### src/verilog/exv_regs.vh
// constants for the exception vectoring and interrupt flag block
`ifndef EXV_REGS_VH
`define EXV_REGS_VH
// ==================================================================
// register offsets (byte addresses, one 32-bit word each)
`define EXV_OFF_BASE      8'h00
`define EXV_OFF_CTRL      8'h04
`define EXV_OFF_CAUSE     8'h08
`define EXV_OFF_DBG       8'h0c
`define EXV_OFF_ISTAT     8'h10
`define EXV_OFF_IMASK     8'h14
`define EXV_OFF_IFLAG4    8'h18
`define EXV_OFF_IEN4      8'h1c
`define EXV_OFF_IPEND     8'h20
// ==================================================================
// reset values
`define EXV_RST_BASE      32'h8000_0000
`define EXV_RST_WORD      32'h0000_0000
// ==================================================================
// vectors
`define EXV_GEN_OFFSET    32'h0000_0180
`define EXV_DEBUG_VECTOR  32'hbfc0_0480
// ==================================================================
// cause codes
`define EXV_CC_LOAD_TRANSLATION_FAULT       5'h02
`define EXV_CC_STORE_TRANSLATION_FAULT       5'h03
`define EXV_CC_LOAD_ADDRESS_ERROR       5'h04
`define EXV_CC_STORE_ADDRESS_ERROR       5'h05
`define EXV_CC_DBE        5'h07
`define EXV_CC_SYSCALL    5'h08
`define EXV_CC_BREAK      5'h09
`define EXV_CC_RESV       5'h0a
`define EXV_CC_COPUN      5'h0b
`define EXV_CC_OVF        5'h0c
`define EXV_CC_TRAP       5'h0d
`define EXV_CC_WATCH      5'h17
// ==================================================================
// field positions
`define EXV_CTRL_EXL      0
`define EXV_DBG_LOAD      0
`define EXV_DBG_STORE     1
`define EXV_DBG_IMPR_LO   2
`define EXV_IST_GEN       0
`define EXV_IST_DBG       1
`define EXV_IST_IRQ4      2
// ==================================================================
// interrupt flag register 4
`define EXV_IRQ4_BASE     8'h80
`define EXV_IRQ4_PERSIST  32'h0fff_c032
`define EXV_BIT_PMP_ERR   1
`define EXV_BIT_I2C2_BUS  20
`define EXV_BIT_CAN1      23
`define EXV_MASK_I2C2     32'h0070_0000
`define EXV_MASK_CAN      32'h0180_0000
`endif

### src/verilog/exv_irq4.v
// interrupt flag and enable register 4 with persistence handling
`default_nettype none
`include "exv_regs.vh"

module exv_irq4 #(
  parameter        HAS_I2C2 = 1,
  parameter        HAS_CAN  = 1
) (
  input  wire        clk,
  input  wire        srst,
  input  wire [31:0] src_req,
  input  wire        flag_we,
  input  wire        en_we,
  input  wire [31:0] wdata,
  output reg  [31:0] flag_reg,
  output reg  [31:0] en_reg,
  output wire        req_any,
  output reg  [7:0]  pend_num
);
  // ================================================================
  // variant masks
  wire [31:0] impl = 32'hffff_ffff
                     & (HAS_I2C2 ? 32'hffff_ffff : ~`EXV_MASK_I2C2)   // RULE_14
                     & (HAS_CAN  ? 32'hffff_ffff : ~`EXV_MASK_CAN);
  wire [31:0] persist = `EXV_IRQ4_PERSIST;
  reg  [31:0] src_d_reg;
  wire [31:0] src  = src_req & impl;
  // persistent sources set the flag every cycle they stay high, so a
  // software clear only sticks once the source is gone; others latch an edge
  wire [31:0] set_v = (src & persist) | (src & ~src_d_reg & ~persist);   // RULE_16
  reg  [31:0] flag_next;
  wire [31:0] live = flag_reg & en_reg;
  integer     i;

  // ================================================================
  // flags: set wins over a software write in the same cycle
  always @* begin
    flag_next = flag_we ? (wdata & impl) : flag_reg;
    flag_next = flag_next | set_v;   // RULE_13 RULE_15
  end

  always @(posedge clk) begin
    if (srst) begin
      flag_reg  <= 32'h0000_0000;
      en_reg    <= 32'h0000_0000;
      src_d_reg <= 32'h0000_0000;
    end else begin
      flag_reg  <= flag_next;
      src_d_reg <= src;
      if (en_we)
        en_reg <= wdata & impl;   // RULE_13
    end
  end

  assign req_any = |live;

  // lowest pending bit wins; request number is base plus bit index
  always @* begin
    pend_num = 8'h00;
    for (i = 31; i >= 0; i = i - 1) begin
      if (live[i])
        pend_num = `EXV_IRQ4_BASE + i[7:0];
    end
  end
endmodule // exv_irq4
`default_nettype wire

### src/verilog/exv_top.v
// exception prioritisation, vectoring and interrupt flag register block
//
// Design decisions made here: the address map and strobed register access.
`default_nettype none
`include "exv_regs.vh"

// Functional notes
// RULE_01: simultaneous exceptions resolve by a fixed order, complex breakpoint last.
// RULE_02: coprocessor-unusable beats reserved instruction, codes 0x0b and 0x0a, general vector.
// RULE_03: execute exceptions go to base plus 0x180, set the level bit, codes 0x08 to 0x0c.
// RULE_04: a trap whose condition is true raises code 0x0d at the general vector.
// RULE_05: a data address break or store value break jumps to the debug vector, sets the matching debug bit, leaves the level bit.
// RULE_06: a watch register match raises code 0x17 at the general vector and sets the level bit.
// RULE_07: a misaligned or user-mode kernel load raises code 0x04.
// RULE_08: a misaligned or user-mode kernel store raises code 0x05.
// RULE_09: a load translation miss or invalid page raises code 0x02.
// RULE_10: a store translation miss or invalid page raises code 0x03.
// RULE_11: a data load or store bus error raises code 0x07 and sets the level bit.
// RULE_12: a load data compare break goes to the debug vector, sets the load break bit, writes no cause.
// RULE_13: port error source is request 129, flag and enable at bit 1 of register 4, persistent.
// RULE_14: second two-wire collision source is request 148, bit 20, persistent, larger variants only.
// RULE_15: first CAN source is request 151, bit 23, persistent.
// RULE_16: a persistent request stays while its source stays; others latch one event.
module exv_top #(
  parameter [4:0] CC_FPE      = `EXV_CC_OVF,
  parameter [4:0] CC_DSPDIS   = `EXV_CC_OVF,
  parameter       HAS_I2C2    = 1,
  parameter       HAS_CAN     = 1
) (
  input  wire        SYS_CLK,
  input  wire        SRST,
  // register port
  input  wire [7:0]  REG_ADDR,
  input  wire [31:0] REG_WDATA,
  input  wire        REG_WR,
  input  wire        REG_RD,
  output reg  [31:0] REG_RDATA,
  // exception sources, sampled when EXC_VALID is high
  input  wire        EXC_VALID,
  input  wire        COP_UNUSABLE,
  input  wire        RESERVED_INSTR,
  input  wire        INT_OVERFLOW,
  input  wire        SYSCALL,
  input  wire        BREAK_INSTR,
  input  wire        FP_EXC,
  input  wire        DSP_DISABLED,
  input  wire        TRAP_TRUE,
  input  wire        DADDR_BRK_LOAD,
  input  wire        DADDR_BRK_STORE,
  input  wire        DVALUE_BRK_STORE,
  input  wire        WATCH_HIT,
  input  wire        LOAD_MISALIGN,
  input  wire        LOAD_USER_KERNEL,
  input  wire        STORE_MISALIGN,
  input  wire        STORE_USER_KERNEL,
  input  wire        LOAD_TLB_MISS,
  input  wire        LOAD_TLB_INVALID,
  input  wire        STORE_TLB_MISS,
  input  wire        STORE_TLB_INVALID,
  input  wire        DATA_BUS_ERROR,
  input  wire        LOAD_DATA_BRK,
  input  wire        COMPLEX_BREAKPOINT_HIT,
  input  wire [2:0]  COMPLEX_BREAKPOINT_IMPR,
  // exception result
  output reg         EXC_TAKEN,
  output reg  [31:0] EXC_VECTOR,
  output reg  [4:0]  EXC_CAUSE,
  output reg         EXC_DEBUG,
  output wire        EXCEPTION_LEVEL_BIT,
  output wire        LOAD_DATA_BREAK_FLAG,
  output wire        STORE_DATA_BREAK_FLAG,
  // peripheral interrupt sources of flag register 4
  input  wire [31:0] IRQ4_SRC,
  output wire        IRQ4_REQ,
  output wire [7:0]  IRQ4_NUM,
  output wire        IRQ
);
  // ================================================================
  // declarations
  localparam [2:0] K_NONE = 3'b001;
  localparam [2:0] K_GEN  = 3'b010;
  localparam [2:0] K_DBG  = 3'b100;

  reg  [31:0] base_reg;
  reg         exl_reg;
  reg  [31:0] cause_reg;
  reg  [4:0]  dbg_reg;
  reg  [2:0]  istat_reg;
  reg  [2:0]  imask_reg;
  reg  [2:0]  kind;
  reg  [4:0]  code;
  reg  [4:0]  dbg_set;
  reg  [4:0]  dbg_next;
  reg  [2:0]  istat_next;
  reg         exl_next;
  reg  [31:0] rdata_next;
  wire [31:0] flag4;
  wire [31:0] en4;
  wire [7:0]  pend4;
  wire        req4;
  reg         req4_d_reg;

  reg         taken_next;
  reg         debug_next;
  reg  [31:0] vector_next;
  reg  [4:0]  cause_next;
  reg  [4:0]  istat_wide;

  // ================================================================
  // register port decode and sticky-bit update, each used more than once
  function hit;
    input [7:0] addr;
    input [7:0] offset;
    begin
      hit = (addr == offset);
    end
  endfunction

  // a hardware set beats a software clear in the same cycle
  function [4:0] w1c;
    input [4:0] cur;
    input       clr_en;
    input [4:0] clr;
    input [4:0] hw_set;
    begin
      w1c = (clr_en ? (cur & ~clr) : cur) | hw_set;
    end
  endfunction

  wire wr_base  = REG_WR && hit(REG_ADDR, `EXV_OFF_BASE);
  wire wr_ctrl  = REG_WR && hit(REG_ADDR, `EXV_OFF_CTRL);
  wire wr_dbg   = REG_WR && hit(REG_ADDR, `EXV_OFF_DBG);
  wire wr_istat = REG_WR && hit(REG_ADDR, `EXV_OFF_ISTAT);
  wire wr_imask = REG_WR && hit(REG_ADDR, `EXV_OFF_IMASK);
  wire wr_flag4 = REG_WR && hit(REG_ADDR, `EXV_OFF_IFLAG4);
  wire wr_en4   = REG_WR && hit(REG_ADDR, `EXV_OFF_IEN4);

  // ================================================================
  // conditions grouped as the priority list ranks them
  wire trap_exception          = TRAP_TRUE;
  wire addr_break_load         = DADDR_BRK_LOAD;
  wire store_break             = DADDR_BRK_STORE || DVALUE_BRK_STORE;
  wire watch_match             = WATCH_HIT;
  wire load_address_error      = LOAD_MISALIGN || LOAD_USER_KERNEL;
  wire store_address_error     = STORE_MISALIGN || STORE_USER_KERNEL;
  wire load_translation_fault  = LOAD_TLB_MISS || LOAD_TLB_INVALID;
  wire store_translation_fault = STORE_TLB_MISS || STORE_TLB_INVALID;
  wire data_bus_error          = DATA_BUS_ERROR;
  wire load_compare_break      = LOAD_DATA_BRK;
  wire complex_breakpoint      = COMPLEX_BREAKPOINT_HIT;

  // ================================================================
  // entry events that feed the interrupt status, in field order 2..0
  wire        gen_entry = (kind == K_GEN);
  wire        dbg_entry = (kind == K_DBG);
  wire        req4_rise = req4 & ~req4_d_reg;
  wire [2:0]  istat_set = {req4_rise, dbg_entry, gen_entry};

  // ================================================================
  // priority resolution, first match wins
  always @* begin
    kind    = K_NONE;
    code    = 5'h00;
    dbg_set = 5'h00;
    if (!EXC_VALID) begin
      kind = K_NONE;
    end else if (COP_UNUSABLE) begin   // RULE_01 RULE_02
      kind = K_GEN;
      code = `EXV_CC_COPUN;
    end else if (RESERVED_INSTR) begin   // RULE_02
      kind = K_GEN;
      code = `EXV_CC_RESV;
    end else if (INT_OVERFLOW) begin   // RULE_03
      kind = K_GEN;
      code = `EXV_CC_OVF;
    end else if (SYSCALL) begin   // RULE_03
      kind = K_GEN;
      code = `EXV_CC_SYSCALL;
    end else if (BREAK_INSTR) begin   // RULE_03
      kind = K_GEN;
      code = `EXV_CC_BREAK;
    end else if (FP_EXC) begin   // RULE_03
      kind = K_GEN;
      code = CC_FPE;
    end else if (DSP_DISABLED) begin   // RULE_03
      kind = K_GEN;
      code = CC_DSPDIS;
    end else if (trap_exception) begin   // RULE_04
      kind = K_GEN;
      code = `EXV_CC_TRAP;
    end else if (addr_break_load) begin   // RULE_05
      kind = K_DBG;
      dbg_set[`EXV_DBG_LOAD] = 1'b1;
    end else if (store_break) begin   // RULE_05
      kind = K_DBG;
      dbg_set[`EXV_DBG_STORE] = 1'b1;
    end else if (watch_match) begin   // RULE_06
      kind = K_GEN;
      code = `EXV_CC_WATCH;
    end else if (load_address_error) begin   // RULE_07
      kind = K_GEN;
      code = `EXV_CC_LOAD_ADDRESS_ERROR;
    end else if (store_address_error) begin   // RULE_08
      kind = K_GEN;
      code = `EXV_CC_STORE_ADDRESS_ERROR;
    end else if (load_translation_fault) begin   // RULE_09
      kind = K_GEN;
      code = `EXV_CC_LOAD_TRANSLATION_FAULT;
    end else if (store_translation_fault) begin   // RULE_10
      kind = K_GEN;
      code = `EXV_CC_STORE_TRANSLATION_FAULT;
    end else if (data_bus_error) begin   // RULE_11
      kind = K_GEN;
      code = `EXV_CC_DBE;
    end else if (load_compare_break) begin   // RULE_12
      kind = K_DBG;
      dbg_set[`EXV_DBG_LOAD] = 1'b1;
    end else if (complex_breakpoint) begin   // RULE_01
      kind = K_DBG;
      dbg_set[4:2] = COMPLEX_BREAKPOINT_IMPR;
    end
  end

  // ================================================================
  // next state of level bit, debug bits and interrupt status
  always @* begin
    exl_next = exl_reg;
    if (wr_ctrl)
      exl_next = REG_WDATA[`EXV_CTRL_EXL];
    // debug entries leave the level bit alone; hardware set beats software write
    case (kind)
      K_GEN:   exl_next = 1'b1;   // RULE_03 RULE_04 RULE_06 RULE_11
      K_DBG:   exl_next = exl_next;   // RULE_05
      K_NONE:  exl_next = exl_next;
      default: exl_next = exl_next;
    endcase
    dbg_next   = w1c(dbg_reg, wr_dbg, REG_WDATA[4:0], dbg_set);   // RULE_05 RULE_12
    istat_wide = w1c({2'b00, istat_reg}, wr_istat, {2'b00, REG_WDATA[2:0]}, {2'b00, istat_set});
    istat_next = istat_wide[2:0];
  end

  // ================================================================
  // next values of the entry outputs
  always @* begin
    taken_next  = gen_entry | dbg_entry;
    debug_next  = dbg_entry;
    vector_next = EXC_VECTOR;
    cause_next  = EXC_CAUSE;
    case (kind)
      K_GEN: begin
        // general entry: common handler past the base
        vector_next = base_reg + `EXV_GEN_OFFSET;   // RULE_03
        cause_next  = code;
      end
      K_DBG: begin
        // the cause code is left untouched on debug entry
        vector_next = `EXV_DEBUG_VECTOR;   // RULE_05 RULE_12
      end
      K_NONE: begin
        vector_next = EXC_VECTOR;
      end
      default: begin
        vector_next = EXC_VECTOR;
      end
    endcase
  end

  // ================================================================
  // sequential state
  always @(posedge SYS_CLK) begin
    if (SRST) begin
      base_reg   <= `EXV_RST_BASE;
      exl_reg    <= 1'b0;
      cause_reg  <= `EXV_RST_WORD;
      dbg_reg    <= 5'h00;
      istat_reg  <= 3'h0;
      imask_reg  <= 3'h0;
      req4_d_reg <= 1'b0;
      EXC_TAKEN  <= 1'b0;
      EXC_VECTOR <= `EXV_RST_WORD;
      EXC_CAUSE  <= 5'h00;
      EXC_DEBUG  <= 1'b0;
      REG_RDATA  <= `EXV_RST_WORD;
    end else begin
      exl_reg    <= exl_next;
      dbg_reg    <= dbg_next;
      istat_reg  <= istat_next;
      req4_d_reg <= req4;
      REG_RDATA  <= rdata_next;
      if (wr_base)
        base_reg <= {REG_WDATA[31:12], 12'h000};
      if (wr_imask)
        imask_reg <= REG_WDATA[2:0];
      EXC_TAKEN  <= taken_next;
      EXC_DEBUG  <= debug_next;
      EXC_VECTOR <= vector_next;
      EXC_CAUSE  <= cause_next;
      cause_reg  <= {27'h0, cause_next};
    end
  end

  // ================================================================
  // register read, unmapped addresses read zero
  always @* begin
    rdata_next = `EXV_RST_WORD;
    if (REG_RD) begin
      case (REG_ADDR)
        `EXV_OFF_BASE:   rdata_next = base_reg;
        `EXV_OFF_CTRL:   rdata_next = {31'h0, exl_reg};
        `EXV_OFF_CAUSE:  rdata_next = cause_reg;
        `EXV_OFF_DBG:    rdata_next = {27'h0, dbg_reg};
        `EXV_OFF_ISTAT:  rdata_next = {29'h0, istat_reg};
        `EXV_OFF_IMASK:  rdata_next = {29'h0, imask_reg};
        `EXV_OFF_IFLAG4: rdata_next = flag4;
        `EXV_OFF_IEN4:   rdata_next = en4;
        `EXV_OFF_IPEND:  rdata_next = {23'h0, req4, pend4};
        default:         rdata_next = `EXV_RST_WORD;
      endcase
    end
  end

  // ================================================================
  // interrupt flag register 4
  exv_irq4 #(
    .HAS_I2C2 (HAS_I2C2),
    .HAS_CAN  (HAS_CAN)
  ) u_irq4 (
    .clk      (SYS_CLK),
    .srst     (SRST),
    .src_req  (IRQ4_SRC),
    .flag_we  (wr_flag4),
    .en_we    (wr_en4),
    .wdata    (REG_WDATA),
    .flag_reg (flag4),
    .en_reg   (en4),
    .req_any  (req4),
    .pend_num (pend4)
  );

  // ================================================================
  // output taps
  assign EXCEPTION_LEVEL_BIT   = exl_reg;
  assign LOAD_DATA_BREAK_FLAG  = dbg_reg[`EXV_DBG_LOAD];
  assign STORE_DATA_BREAK_FLAG = dbg_reg[`EXV_DBG_STORE];
  assign IRQ4_REQ              = req4;
  assign IRQ4_NUM              = pend4;
  assign IRQ                   = |(istat_reg & imask_reg);
endmodule // exv_top
`default_nettype wire

### config.mk
export PLATFORM = sky130hd
export DESIGN_NAME = exv_top
export DESIGN_NICKNAME = d
export VERILOG_FILES = /design/src/verilog/exv_irq4.v /design/src/verilog/exv_top.v
export VERILOG_INCLUDE_DIRS = /design/src /design/src/verilog
export SDC_FILE = /design/constraint.sdc
export NUM_CORES = 1
export LEC_CHECK = 0
export ABC_AREA = 1
export BUFFER_PORTS_ARGS = -buffer_cell sky130_fd_sc_hd__buf_2
export CAP_MARGIN = 20
export CORE_MARGIN = 2
export CORE_UTILIZATION = 30
export DETAILED_ROUTE_END_ITERATION = 7
export PLACE_DENSITY = 0.62
export SETUP_SLACK_MARGIN = 0.4
export SLEW_MARGIN = 20
export SYNTH_ARGS = -nofsm -noshare
export SYNTH_HDL_FRONTEND = slang
export SYNTH_SLANG_ARGS = --single-unit
### constraint.sdc
create_clock -name SYS_CLK -period 2 [get_ports SYS_CLK]
set_clock_uncertainty 0.05 [all_clocks]
set_input_delay 0 -clock SYS_CLK [delete_from_list [all_inputs] [get_ports SYS_CLK]]
set_output_delay 0 -clock SYS_CLK [all_outputs]
set_load 0.01 [all_outputs]
== Yosys cells after proc, flatten, opt, wreduce, memory -nomap -nowiden ==
Index checks and enable logic that the tools add are counted.
Word-level totals
  bits of input ports: 103
  bits in registers: 227
  word-level logic and storage cells: 165
  output and inout port bits: 84
Operators by class
  multiplexer cells: 105
  $add $sub $neg: 1
  reductions and logical operators: 18
  equality and inequality tests: 10
  bitwise gates (word level): 16
Operator list (count)
  $pmux 32 s9: 1
  $mux 8: 32
  $mux 5: 23
  $mux 3: 34
  $and 32x32->32: 2
  $pmux 32 s2: 1
  $add 32x9->32 const B: 1
  $eq 8x5->1 const B: 4
  $mux 32: 1
  $not 32->32: 1
  $or 28x32->32: 1
  $or 32x32->32: 1
  $reduce_or 32->1: 1
  $eq 8x4->1 const B: 2
  $mux 1: 12
  $eq 8x3->1 const B: 1
  $eq 8x6->1 const B: 1
  $logic_not 8->1: 1
  $logic_and 1x1->1: 7
  $and 3x3->3: 2
  $and 5x5->5: 1
  $logic_or 1x1->1: 5
  $not 5->5: 1
  $or 5x5->5: 1
  11 further kinds: 13

== Depth between registers and ports, before layout ==
Gate-level depths: netlist of the first run.
  depth in word-level cells: 34
  mapped depth: 34
  depth with buffers taken out: 34

== By module ==
A second synthesis of the first run with hierarchy kept.
Unflattened totals
  cells, all modules: 1106
  area total of the unflattened synthesis: 7806.2 um2
Modules (own cells, without submodules)
  exv_top: area an instance 4438.0 um2, times used 1, cells an instance 638
  exv_irq4: area an instance 3368.2 um2, times used 1, cells an instance 468

== Least setup slack after synthesis of the first run ==
Ideal clock, no wire load.
  kind: reg-to-output
  start: register u_irq4.flag_reg[31]
  end: output port IRQ4_NUM[0]
  data required time: 1.950 ns
  setup slack: 0.004 ns
  stages on the path, launching flop included: 33
  arrival: 1.946 ns
  cells stage by stage: dfxtp_1 -> nand2_1 -> inv_1 -> nand2_1 -> nand2_1 -> nand2_1 -> nand2_1 -> nand2_1 -> nand2_1 -> nand2_1 -> nand2_1 -> nand2_1 -> nand2_1 -> nand2_1 -> nand2_1 -> nand2_1 -> nand2_1 -> nand2_1 -> nand2_1 -> nand2_1 -> nand2_1 -> nand2_1 -> nand2_1 -> nand2_1 -> nand2_1 -> nand2_1 -> nand2_1 -> nand2_1 -> nand2_1 -> nand2_1 -> nand2_1 -> nand2_1 -> a21boi_0
On the way
  word-level cells in the longest chain between the ends: 33
RTL lines
  start: declaration: line exv_irq4.v:15  | output reg [31:0] flag_reg,
  start signal: assignment: line exv_irq4.v:48  | flag_reg <= flag_next;
  $and 32x32->32: line exv_irq4.v:32  | wire [31:0] live = flag_reg & en_reg;
  $mux 8 (32 in series): line exv_irq4.v:61  | if (live[i])
  end: declaration: line exv_top.v:75  | output wire [7:0] IRQ4_NUM,
No other way between the ends.

== Final worst setup path of the first run ==
  start: register u_irq4.en_reg[31]
  end: output port IRQ4_NUM[0]
On the way
  word-level cells in the longest chain between the ends: 33
RTL lines
  start: declaration: line exv_irq4.v:16  | output reg [31:0] en_reg,
  start signal: assignment: line exv_irq4.v:51  | en_reg <= wdata & impl;
  $and 32x32->32: line exv_irq4.v:32
  $mux 8 (32 in series): line exv_irq4.v:61
No other way between the ends.

==> flow_summary.toml, run 1 <==
[hold_path]
hp-start = "TRAP_TRUE"
worstHoldPathCells = 6
min_to = "EXC_DEBUG$_SDFF_PP0_"
hp-class = "in2reg"

[clocking]
cts.sinks = 174
clk_pin_slew_ns = 0.08
clock_path_buffers = 2
htree_num_levels = 4
cts_root_buffer = "clkbuf_16"
insertion_delay_ns = 0.44
numCtsBuffers = 17
cts_tree = "done"

[worst_setup_path]
ff2ff_path_depth = 19
ff2ff_setup_slack_ns = -0.35
cp-start-kind = "flop"
cp_common_cell = "nand2_1"
arrival_ns = 2.66
critical_path_peak_fanout = 2
worst_path_largest_cell_delay_ns = 0.34
end_kind = "primary output"
cp_slowest_cell = "dfxtp_2"
r2r_start = "u_irq4.flag_reg[28]$_SDFF_PP0_"
timing.rr.end = "REG_RDATA[1]$_SDFF_PP0_"
required_ns = 1.95
critPathKind = "reg2out"

[global_routing]
overflow = 0
grt_pass1_wl_mm = 38.2
track_usage = 0.186
grt_pass1_vias = 7551
grt_start_max_net_pins = 52
antenna_found_initial = 0

[route]
vias = 7713
wl_per_cell_um = 14.6
drtIter0Drc = 348
drt.antenna.violating_nets = 0
wl_mm = 24.5
drc_errors = 0
via_per_inst = 4.60
drt_first_pass_iters = 7

[power]
p_comb_frac = 0.092
power_density_nw_per_um2 = 698
seqPwrFrac = 0.481
p_sw_frac = 0.260
ir_worst_vdd_uv = 418
leakage_nw = 5.10
p_clk_frac = 0.428
p_int_w = 0.00556
p_switching_w = 0.00195

[sta]
rsz0062_at_grt = "true"
worst_pin_slew_ns = 0.784
period_share = 1.35
fmax_mhz = 369
finalSetupViolations = 13
finalHoldViolations = 1
relSlewSlack = 0.464
setup_ws_ns = -0.709
worst_hold_slack_ns = -0.00242
maxSlewViolCount = 0
period_needed_ns = 2.71

[die]
num_rows = 57
core_um2 = 24300
io_pins = 187
initial_core_util = 0.305
die_w_um = 161
fp.dieH_um = 161
dieArea_um2 = 26000

[logic_synthesis]
postSynth.asyncResetShare = 0
ys_warn_count = 0
syn_avg_cell_area_um2 = 7.14
ys.flop_type = "dfxtp_1"
ys_ff_latch = 174
synth_top_area_cell = "dfxtp_1"
yosys-top-cells-area = "dfxtp_1 47%, nand2_1 12%, inv_1 8.3%"
synth_most_common_cell = "nand2_1"
ys_seq_area_frac = 0.469
synthTopCellsByCount = "232 x nand2_1, 174 x dfxtp_1, 165 x inv_1, 116 x o21ai_0, 102 x nor2_1"
syn-cell-area_um2 = 7420
synth.distinct_cells = 35
syn_inst = 1040
synth_edf_count = 0
synth_top_area_share = 0.469

[finish]
post-route-util = 0.443
num_antenna_cells = 0
synthToLayoutAreaGrowth_pct = 45.1
fin_nets = 1442
drive_gt1_frac = 0.271

[outcome]
status = "finished with violations"
violations = "negative hold slack, negative setup slack"

[placement]
io_buffer_count = 175
place_ws_ns = -0.283
gp_congestion = 0.892
dp_hpwl_mm = 17.1

[flow_run]
drv_cap = 0
==> stage by stage <==
step                instance area (um^2)  setup TNS, ns  total power, W  cells
finish                             10800          -3.44         0.00751   1676
global route                       10800          -5.43         0.00782   1676
CTS                                10500          -2.21         0.00754   1666
detailed placement                  8870         -0.566         0.00420   1542
global placement                    8870         -0.591         0.00420   1542
floorplan                           7470              0         0.00394   1050
==> per-layer routing <==
metal | global-route usage | share of wire | vias to the layer above
met5 | 0 | 0 | -
met4 | 0.0536 | 0.015 | 0
met2 | 0.324 | 0.48 | 227
met3 | 0.0349 | 0.049 | 26
met1 | 0.235 | 0.45 | 3558
li1 | - | - | 3902
==> worst max path at each step <==
stage,end,start,slack [ns],cells past startpoint
CTS,IRQ4_NUM[0],u_irq4.en_reg[31]$_SDFFE_PP0P_,-0.74,33
detailed placement,REG_RDATA[0]$_SDFF_PP0_,u_irq4.en_reg[31]$_SDFFE_PP0P_,-0.28,34
global placement,IRQ4_NUM[0],u_irq4.en_reg[31]$_SDFFE_PP0P_,-0.30,33
finish,IRQ4_NUM[0],u_irq4.en_reg[31]$_SDFFE_PP0P_,-0.71,33
global route,IRQ4_NUM[0],u_irq4.en_reg[31]$_SDFFE_PP0P_,-1.07,33
floorplan,REG_RDATA[0]$_SDFF_PP0_,u_irq4.flag_reg[31]$_SDFF_PP0_,0.03,34
==> layout by cell type (no fill, tap or decap), types with 3 or more instances in the layout <==
cell type / synthesis / layout
nor2_2: 0 / 7
o221ai_1: 6 / 6
dlymetal6s4s_1: 0 / 3
nor2_1: 102 / 85
inv_2: 2 / 7
clkbuf_16: 0 / 17
mux2_2: 12 / 12
o21ai_0: 116 / 115
nor2_4: 0 / 10
a211oi_1: 9 / 5
nor3_1: 10 / 8
buf_6: 0 / 12
nand2_2: 0 / 19
conb_1: 1 / 11
o22ai_1: 6 / 5
a21oi_1: 89 / 88
dlygate4sd3_1: 0 / 77
inv_1: 165 / 159
a221oi_1: 6 / 6
inv_6: 0 / 7
dfxtp_1: 174 / 165
buf_4: 11 / 59
buf_2: 3 / 170
nand2_1: 232 / 211
a31oi_1: 6 / 3
nand3_1: 16 / 15
o211ai_1: 14 / 14
o221a_2: 4 / 4
a211oi_2: 0 / 4
dfxtp_2: 0 / 9
clkinvlp_4: 0 / 3
==> logic make-up after synthesis <==
family                 after synthesis  synth area share
muxes                               13            0.0196
and+or+nand+nor                    365             0.191
AOI/OAI and AO/OA                  264             0.201
other                                1          0.000505
DFF                                174             0.469
buffers and inverters              223             0.119
==> worst max-delay path, delay by kind of cell, from the launching register on <==
family	cells	cell delay (ns)
DFF	1	0.34
and+or+nand+nor	30	1.56
AOI/OAI and AO/OA	1	0.14
buffers and inverters	2	0.18
==> area by class of cell <==
cell class                      count  area (um^2)
Clock buffer                       18          439
Clock inverter                     14          125
Fill cell                        2483        13600
Inverter                          169          661
Multi-Input combinational cell    653         3350
Sequential cell                   174         3490
Tap cell                          324          405
Timing Repair Buffer              324         2290
==> power groups by stage <==
stage          clock network, W  logic [W]  registers (W)
2_1_floorplan                 0   0.000262        0.00368
3_3_place_gp                  0   0.000513        0.00368
3_5_place_dp                  0   0.000516        0.00369
4_1_cts                 0.00329   0.000646        0.00361
5_1_grt                 0.00344   0.000764        0.00362
6_report                0.00321   0.000688        0.00361
==> timing repair <==
item                                   CTS  global route
setup endpoints to repair               14            51
gates resized for setup                 58            44
pin swaps                               17            30
buffers inserted                        12            10
gates cloned                             0             0
hold buffers                            80             0
endpoints found under the hold margin  121             0
Note: power is estimated with default switching activity, not from simulation.
==> run 2, diff against run 1 <==
--- a/config.mk
+++ b/config.mk
@@ -17,4 +17,5 @@
 export SLEW_MARGIN = 20
 export SYNTH_ARGS = -nofsm -noshare
 export SYNTH_HDL_FRONTEND = slang
+export SYNTH_HIERARCHICAL = 1
 export SYNTH_SLANG_ARGS = --single-unit
==> run 2 against run 1 <==
  * The run ends with negative setup slack left
  * Clock power rose by 9.0%
  * Sequential share of layout area decreased by 0.80 points
  * First-iteration DRC count increased by 63%
  * Critical path type unchanged
  * Critical endpoint unchanged
  * Highest routed layer unchanged
==> flow_summary.toml, run 2 <==
[route]
vias = 7861
drc_errors = 0
drt.antenna.violating_nets = 0
via_per_inst = 4.51
drt_first_pass_iters = 5
drtIter0Drc = 567
wl_per_cell_um = 14.7
wl_mm = 25.6

[power]
power_density_nw_per_um2 = 708
p_sw_frac = 0.246
p_int_w = 0.00589
seqPwrFrac = 0.463
p_switching_w = 0.00192
leakage_nw = 5.45
p_clk_frac = 0.448
p_comb_frac = 0.089
p_total_w = 0.00781
ir_worst_vdd_uv = 531

[finish]
fin_nets = 1496
synthToLayoutAreaGrowth_pct = 41.4
drive_gt1_frac = 0.266
instances_no_fill = 1742
fillers = 2651
layout_commonest_cell = "nand2_1"
final_cell_mix = "280 x nand2_1, 167 x buf_2, 166 x dfxtp_1"

[die]
core_um2 = 25800
fp.dieH_um = 165
die_w_um = 165
io_pins = 187
initial_core_util = 0.302
dieArea_um2 = 27300
num_rows = 59

[worst_setup_path]
critPathKind = "reg2out"
end_kind = "primary output"
path_depth = 34
required_ns = 1.95
startpoint = "u_irq4/en_reg[31]$_SDFFE_PP0P_"
r2r_start = "u_irq4/en_reg[31]$_SDFFE_PP0P_"
cp.buffers_inverters = 3
arrival_ns = 2.80
critical_path_peak_fanout = 2
cp-start-kind = "flop"
worst_path_largest_cell_delay_ns = 0.34
crit_family = "simple AND/OR/NAND/NOR gates"
cp_slowest_cell = "dfxtp_2"
cp_common_cell = "nand2_1"
ff2ff_path_depth = 37

[logic_synthesis]
syn_avg_cell_area_um2 = 7.06
synth_top_area_share = 0.446
ys_ff_latch = 174
postSynth.asyncResetShare = 0
synth_edf_count = 0
synth_top_area_cell = "dfxtp_1"
synthTopCellsByCount = "296 x nand2_1, 174 x dfxtp_1, 166 x nor2_1, 118 x inv_1, 56 x o21ai_0"
syn-cell-area_um2 = 7810
ys_seq_area_frac = 0.446
yosys-top-cells-area = "dfxtp_1 45%, nand2_1 14%, nor2_1 8.0%"
ys_warn_count = 6
syn_inst = 1106
ys.flop_type = "dfxtp_1"
synth.distinct_cells = 35
synth_most_common_cell = "nand2_1"

[clocking]
cts_tree = "done"
htree_num_levels = 4
cts.sinks = 174
cts_root_buffer = "clkbuf_16"
clock_path_buffers = 2
clk_pin_slew_ns = 0.07
insertion_delay_ns = 0.42
numCtsBuffers = 17

[placement]
gp_congestion = 0.872
dp.cells = 1613
dp_hpwl_mm = 17.7
io_buffer_count = 175

[sta]
period_needed_ns = 2.85
finalHoldViolations = 0
rsz0062_at_grt = "true"
period_share = 1.43
setup_ws_ns = -0.855
tns_ns = -2.26
maxSlewViolCount = 0
fmax_mhz = 350
finalSetupViolations = 6

[global_routing]
overflow = 0
grt_pass1_wl_mm = 38.1
antenna_found_initial = 1
track_usage = 0.179
grt_pass1_vias = 7341
grt_start_max_net_pins = 46

[flow_run]
drv_cap = 0

[hold_path]
hp-class = "in2reg"
hp-start = "SRST"
worstHoldPathCells = 4

[outcome]
violations = "negative setup slack"
status = "finished with violations"
run 2: cell types whose count changed after synthesis, sizes merged, moves of 8 or more:
cell	delta
nand3	+16
nor2	+77
nand2	+95
a211oi	-9
clkbuf	-12
inv	-41
o21ai	-25
buf	+13
o211ai	+8
a21oi	-35
run 2: stage by stage:
stage,cell area [um^2],setup slack [ns],hold WS [ns],util
2_1_floorplan,7850,-0.197,0.0614,-
3_3_place_gp,9200,-0.441,0.150,0.356
3_5_place_dp,9200,-0.466,0.157,0.356
4_1_cts,10900,-0.783,0.0152,0.420
5_1_grt,11000,-1.17,0.0343,0.427
6_report,11000,-0.855,0.0282,0.427
run 2: repair_timing:
item,4_1_cts,5_1_grt
pin swaps,12,10
gates resized for setup,45,27
setup endpoints to repair,15,65
gates cloned,0,2
hold endpoints to repair,123,0
hold buffers,84,0
buffers inserted,6,4
run 2: logic make-up (layout without fill, tap and decap cells):
group | after synthesis | count (layout) | synth area share
compound gates | 179 | 179 | 0.130
buf+inv | 181 | 472 | 0.101
flops | 174 | 174 | 0.446
mux | 18 | 18 | 0.0260
other cells | 2 | 12 | 0.000962
simple gates | 552 | 552 | 0.295
run 2: worst paths after layout:
path / end / slack [ns]
max: IRQ4_NUM[0] / -0.85
min: u_irq4/flag_reg[2]$_SDFF_PP0_ / 0.03
max reg2reg: REG_RDATA[0]$_SDFF_PP0_ / -0.71
min reg2reg: EXC_VECTOR[10]$_SDFFE_PP0P_ / 0.41
run 2: worst register-to-register path: cells and delay by family (launching register included):
| family | cells | cell delay (ns) |
|---|---|---|
| AND/OR/NAND/NOR | 33 | 1.77 |
| buffers and inverters | 2 | 0.18 |
| AO/OA/AOI/OAI | 2 | 0.31 |
| flip-flops | 1 | 0.34 |
run 2: cell type report:
type | count | area (um^2) | share of cell area
antenna | 1 | 2.50 | 0.000227
clock buffer | 18 | 429 | 0.0389
clock inverter | 14 | 185 | 0.0168
inverter | 126 | 478 | 0.0433
multi-input combinational | 760 | 3740 | 0.339
sequential | 174 | 3490 | 0.317
tap | 335 | 419 | 0.0380
timing repair buffer | 314 | 2290 | 0.207
run 2: per-layer routing:
metal / GRT usage / up-vias / part of all wire
met2: 0.285 / 239 / 0.45
li1: - / 4015 / -
met3: 0.0375 / 22 / 0.061
met1: 0.246 / 3585 / 0.47
met5: 0 / - / 0
met4: 0.0517 / 0 / 0.013
run 2: power by group through the flow:
stage / Clock (W) / Sequential (W) / Combinational, W
final: 0.00350 / 0.00362 / 0.000697
after global placement: 0 / 0.00369 / 0.000541
after global routing: 0.00371 / 0.00363 / 0.000771
after detailed placement: 0 / 0.00369 / 0.000546
after CTS: 0.00358 / 0.00362 / 0.000686
after floorplan: 0 / 0.00369 / 0.000288
==> run 3, diff against run 2 <==
--- a/config.mk
+++ b/config.mk
@@ -9,10 +9,12 @@
 export ABC_AREA = 1
 export BUFFER_PORTS_ARGS = -buffer_cell sky130_fd_sc_hd__buf_2
 export CAP_MARGIN = 20
+export CORE_ASPECT_RATIO = 0.75
 export CORE_MARGIN = 2
 export CORE_UTILIZATION = 30
+export CTS_BUF_LIST = sky130_fd_sc_hd__clkbuf_8
 export DETAILED_ROUTE_END_ITERATION = 7
-export PLACE_DENSITY = 0.62
+export PLACE_DENSITY = 0.6
 export SETUP_SLACK_MARGIN = 0.4
 export SLEW_MARGIN = 20
 export SYNTH_ARGS = -nofsm -noshare
==> constraint.sdc (replaced) <==
create_clock -name SYS_CLK -period 3.2 [get_ports SYS_CLK]
set_clock_uncertainty 0.05 [all_clocks]
set_input_delay 0 -clock SYS_CLK [delete_from_list [all_inputs] [get_ports SYS_CLK]]
set_output_delay 0 -clock SYS_CLK [all_outputs]
set_load 0.01 [all_outputs]
==> run 3 against run 2 <==
  * Hold slack worse by 0.046 ns
  * Wire length is 1.1% higher
  * Non-clock buffer count is 27 lower
  * Power is 44% lower
  * Clock-buffer cell count is 1 higher
  * Largest power group unchanged
  * Worst setup slack better by 1.3 ns
  * Global-route usage is 1.0 points higher
  * Combinational power is 39% lower
  * The flow finishes with violations (negative hold slack)
  * Via count is 0.19% higher
==> flow_summary.toml, run 3 (synthesis results as in run 2) <==
[worst_setup_path]
ff2ff_path_depth = 36
required_ns = 3.15
critical_path_peak_fanout = 3
end_kind = "primary output"
timing.rr.end = "REG_RDATA[0]$_SDFF_PP0_"
crit_family = "simple AND/OR/NAND/NOR gates"
cp-start-kind = "flop"
startpoint = "u_irq4/flag_reg[31]$_SDFF_PP0_"
worst_path_largest_cell_delay_ns = 0.35
critPathKind = "reg2out"
path_depth = 33
crit_path_end = "IRQ4_NUM[0]"
cp.buffers_inverters = 2
cp_slowest_cell = "dfxtp_2"
cp_common_cell = "nand2_1"
r2r_start = "u_irq4/flag_reg[31]$_SDFF_PP0_"
arrival_ns = 2.69
ff2ff_setup_slack_ns = 0.73

[sta]
worst_hold_slack_ns = -0.0174
relSlewSlack = 0.316
period_share = 0.858
finalHoldViolations = 1
period_needed_ns = 2.74
worst_pin_slew_ns = 1.03
fmax_mhz = 364
finalSetupViolations = 0
tns_ns = 0
maxSlewViolCount = 0
rsz0062_at_grt = "true"

[die]
io_pins = 187
dieArea_um2 = 27300
core_um2 = 25800
num_rows = 51
fp.dieH_um = 144
initial_core_util = 0.303
die_w_um = 190

[outcome]
violations = "negative hold slack"
status = "finished with violations"

[placement]
io_buffer_count = 175
dp_hpwl_mm = 17.7
gp_congestion = 0.855

[clocking]
insertion_delay_ns = 0.47
clk_pin_slew_ns = 0.10
cts_tree = "done"
cts_setup_buffers = 0
cts_root_buffer = "clkbuf_8"
clock_path_buffers = 2
htree_num_levels = 4
cts.sinks = 174
numCtsBuffers = 17

[finish]
drive_gt1_frac = 0.208
multiInputGateArea_um2 = 3590
synthToLayoutAreaGrowth_pct = 33.2
fin_nets = 1469
fillers = 2715
seqCellArea_um2 = 3490
final_cell_mix = "294 x nand2_1, 174 x buf_2, 172 x dfxtp_1"
post-route-util = 0.403
layout_commonest_cell = "nand2_1"

[global_routing]
overflow = 0
grt_pass1_wl_mm = 39.6
track_usage = 0.190
grt_pass1_vias = 7443
antenna_found_initial = 1
grt_start_max_net_pins = 62

[route]
drt.antenna.violating_nets = 0
drc_errors = 0
via_per_inst = 4.57
wl_mm = 25.9
wl_per_cell_um = 15.0
vias = 7876
drt_first_pass_iters = 6
drtIter0Drc = 455

[power]
ir_worst_vdd_uv = 233
power_density_nw_per_um2 = 419
p_total_w = 0.00435
leakage_nw = 5.13

[hold_path]
hp-class = "in2reg"

[flow_run]
drv_cap = 0
-- run 3: cell count changes in the layout (fill, tap and decap cells not counted), moves of 5 or more --
cell           change
buf_2              +7
clkbuf_16         -19
nand2_2           -12
buf_4             -39
buf_6             -11
clkbuf_8          +19
nand2_1           +14
nor2_4             -6
dfxtp_2            -6
dfxtp_1            +6
dlygate4sd3_1     +23
buf_12             -5
nor2_1             +6
-- run 3: metrics by stage --
stage,instances,instance area [um^2],worst slack (ns)
2_1_floorplan,1115,7840,0.990
3_3_place_gp,1584,8870,0.755
3_5_place_dp,1584,8870,0.727
4_1_cts,1724,10400,0.402
5_1_grt,1724,10400,0.135
6_report,1724,10400,0.456
-- run 3: worst min-delay path by stage --
| stage | endpoint | start | depth (start not counted) |
|---|---|---|---|
| floorplan | u_irq4/flag_reg[1]$_SDFF_PP0_ | IRQ4_SRC[1] | 2 |
| global placement | u_irq4/flag_reg[14]$_SDFF_PP0_ | IRQ4_SRC[14] | 3 |
| detailed placement | u_irq4/flag_reg[15]$_SDFF_PP0_ | IRQ4_SRC[15] | 3 |
| CTS | EXCEPTION_LEVEL_BIT$_SDFFE_PP0P_ | REG_ADDR[0] | 6 |
| global route | cause_reg[3]$_SDFFE_PP0N_ | TRAP_TRUE | 5 |
| finish | cause_reg[3]$_SDFFE_PP0N_ | DSP_DISABLED | 5 |
-- run 3: per-layer routing --
metal  part of all wire  routed length, um  track usage  up-vias
li1                   -                  -            -     3957
met1               0.48              12400        0.256     3625
met4              0.021                540       0.0657        0
met2               0.44              11500        0.304      258
met5                  0                  0            0        -
met3              0.056               1450       0.0366       36
-- run 3: what timing repair did --
| item | in CTS | in global routing |
|---|---|---|
| cloned | 0 | 0 |
| pin swaps | 0 | 1 |
| endpoints found under the hold margin | 125 | 0 |
| resized for setup | 1 | 7 |
| endpoints found under the setup margin | 1 | 4 |
| hold buffers | 108 | 0 |
-- run 3: area by class of cell --
| cell class | count | share of cell area |
|---|---|---|
| Inverter | 126 | 0.0455 |
| Tap cell | 344 | 0.0414 |
| Clock inverter | 13 | 0.0158 |
| Sequential cell | 174 | 0.335 |
| Multi-Input combinational cell | 760 | 0.346 |
| Timing Repair Buffer | 287 | 0.191 |
| Antenna cell | 1 | 0.000241 |
| Clock buffer | 19 | 0.0252 |
-- run 3: tightest hold or removal path, cell delays in order --
cell     delay, ns
buf_2         0.11
nor3_4        0.06
nand3_4       0.09
nand2_1       0.08
a21oi_1       0.13
-- run 3: where the power goes --
part           leakage, nW  switching (W)  internal, W  total (W)
Clock                0.212       0.000848     0.000816    0.00166
Combinational         3.49       0.000224     0.000202   0.000426
Sequential            1.42      0.0000401      0.00222    0.00226
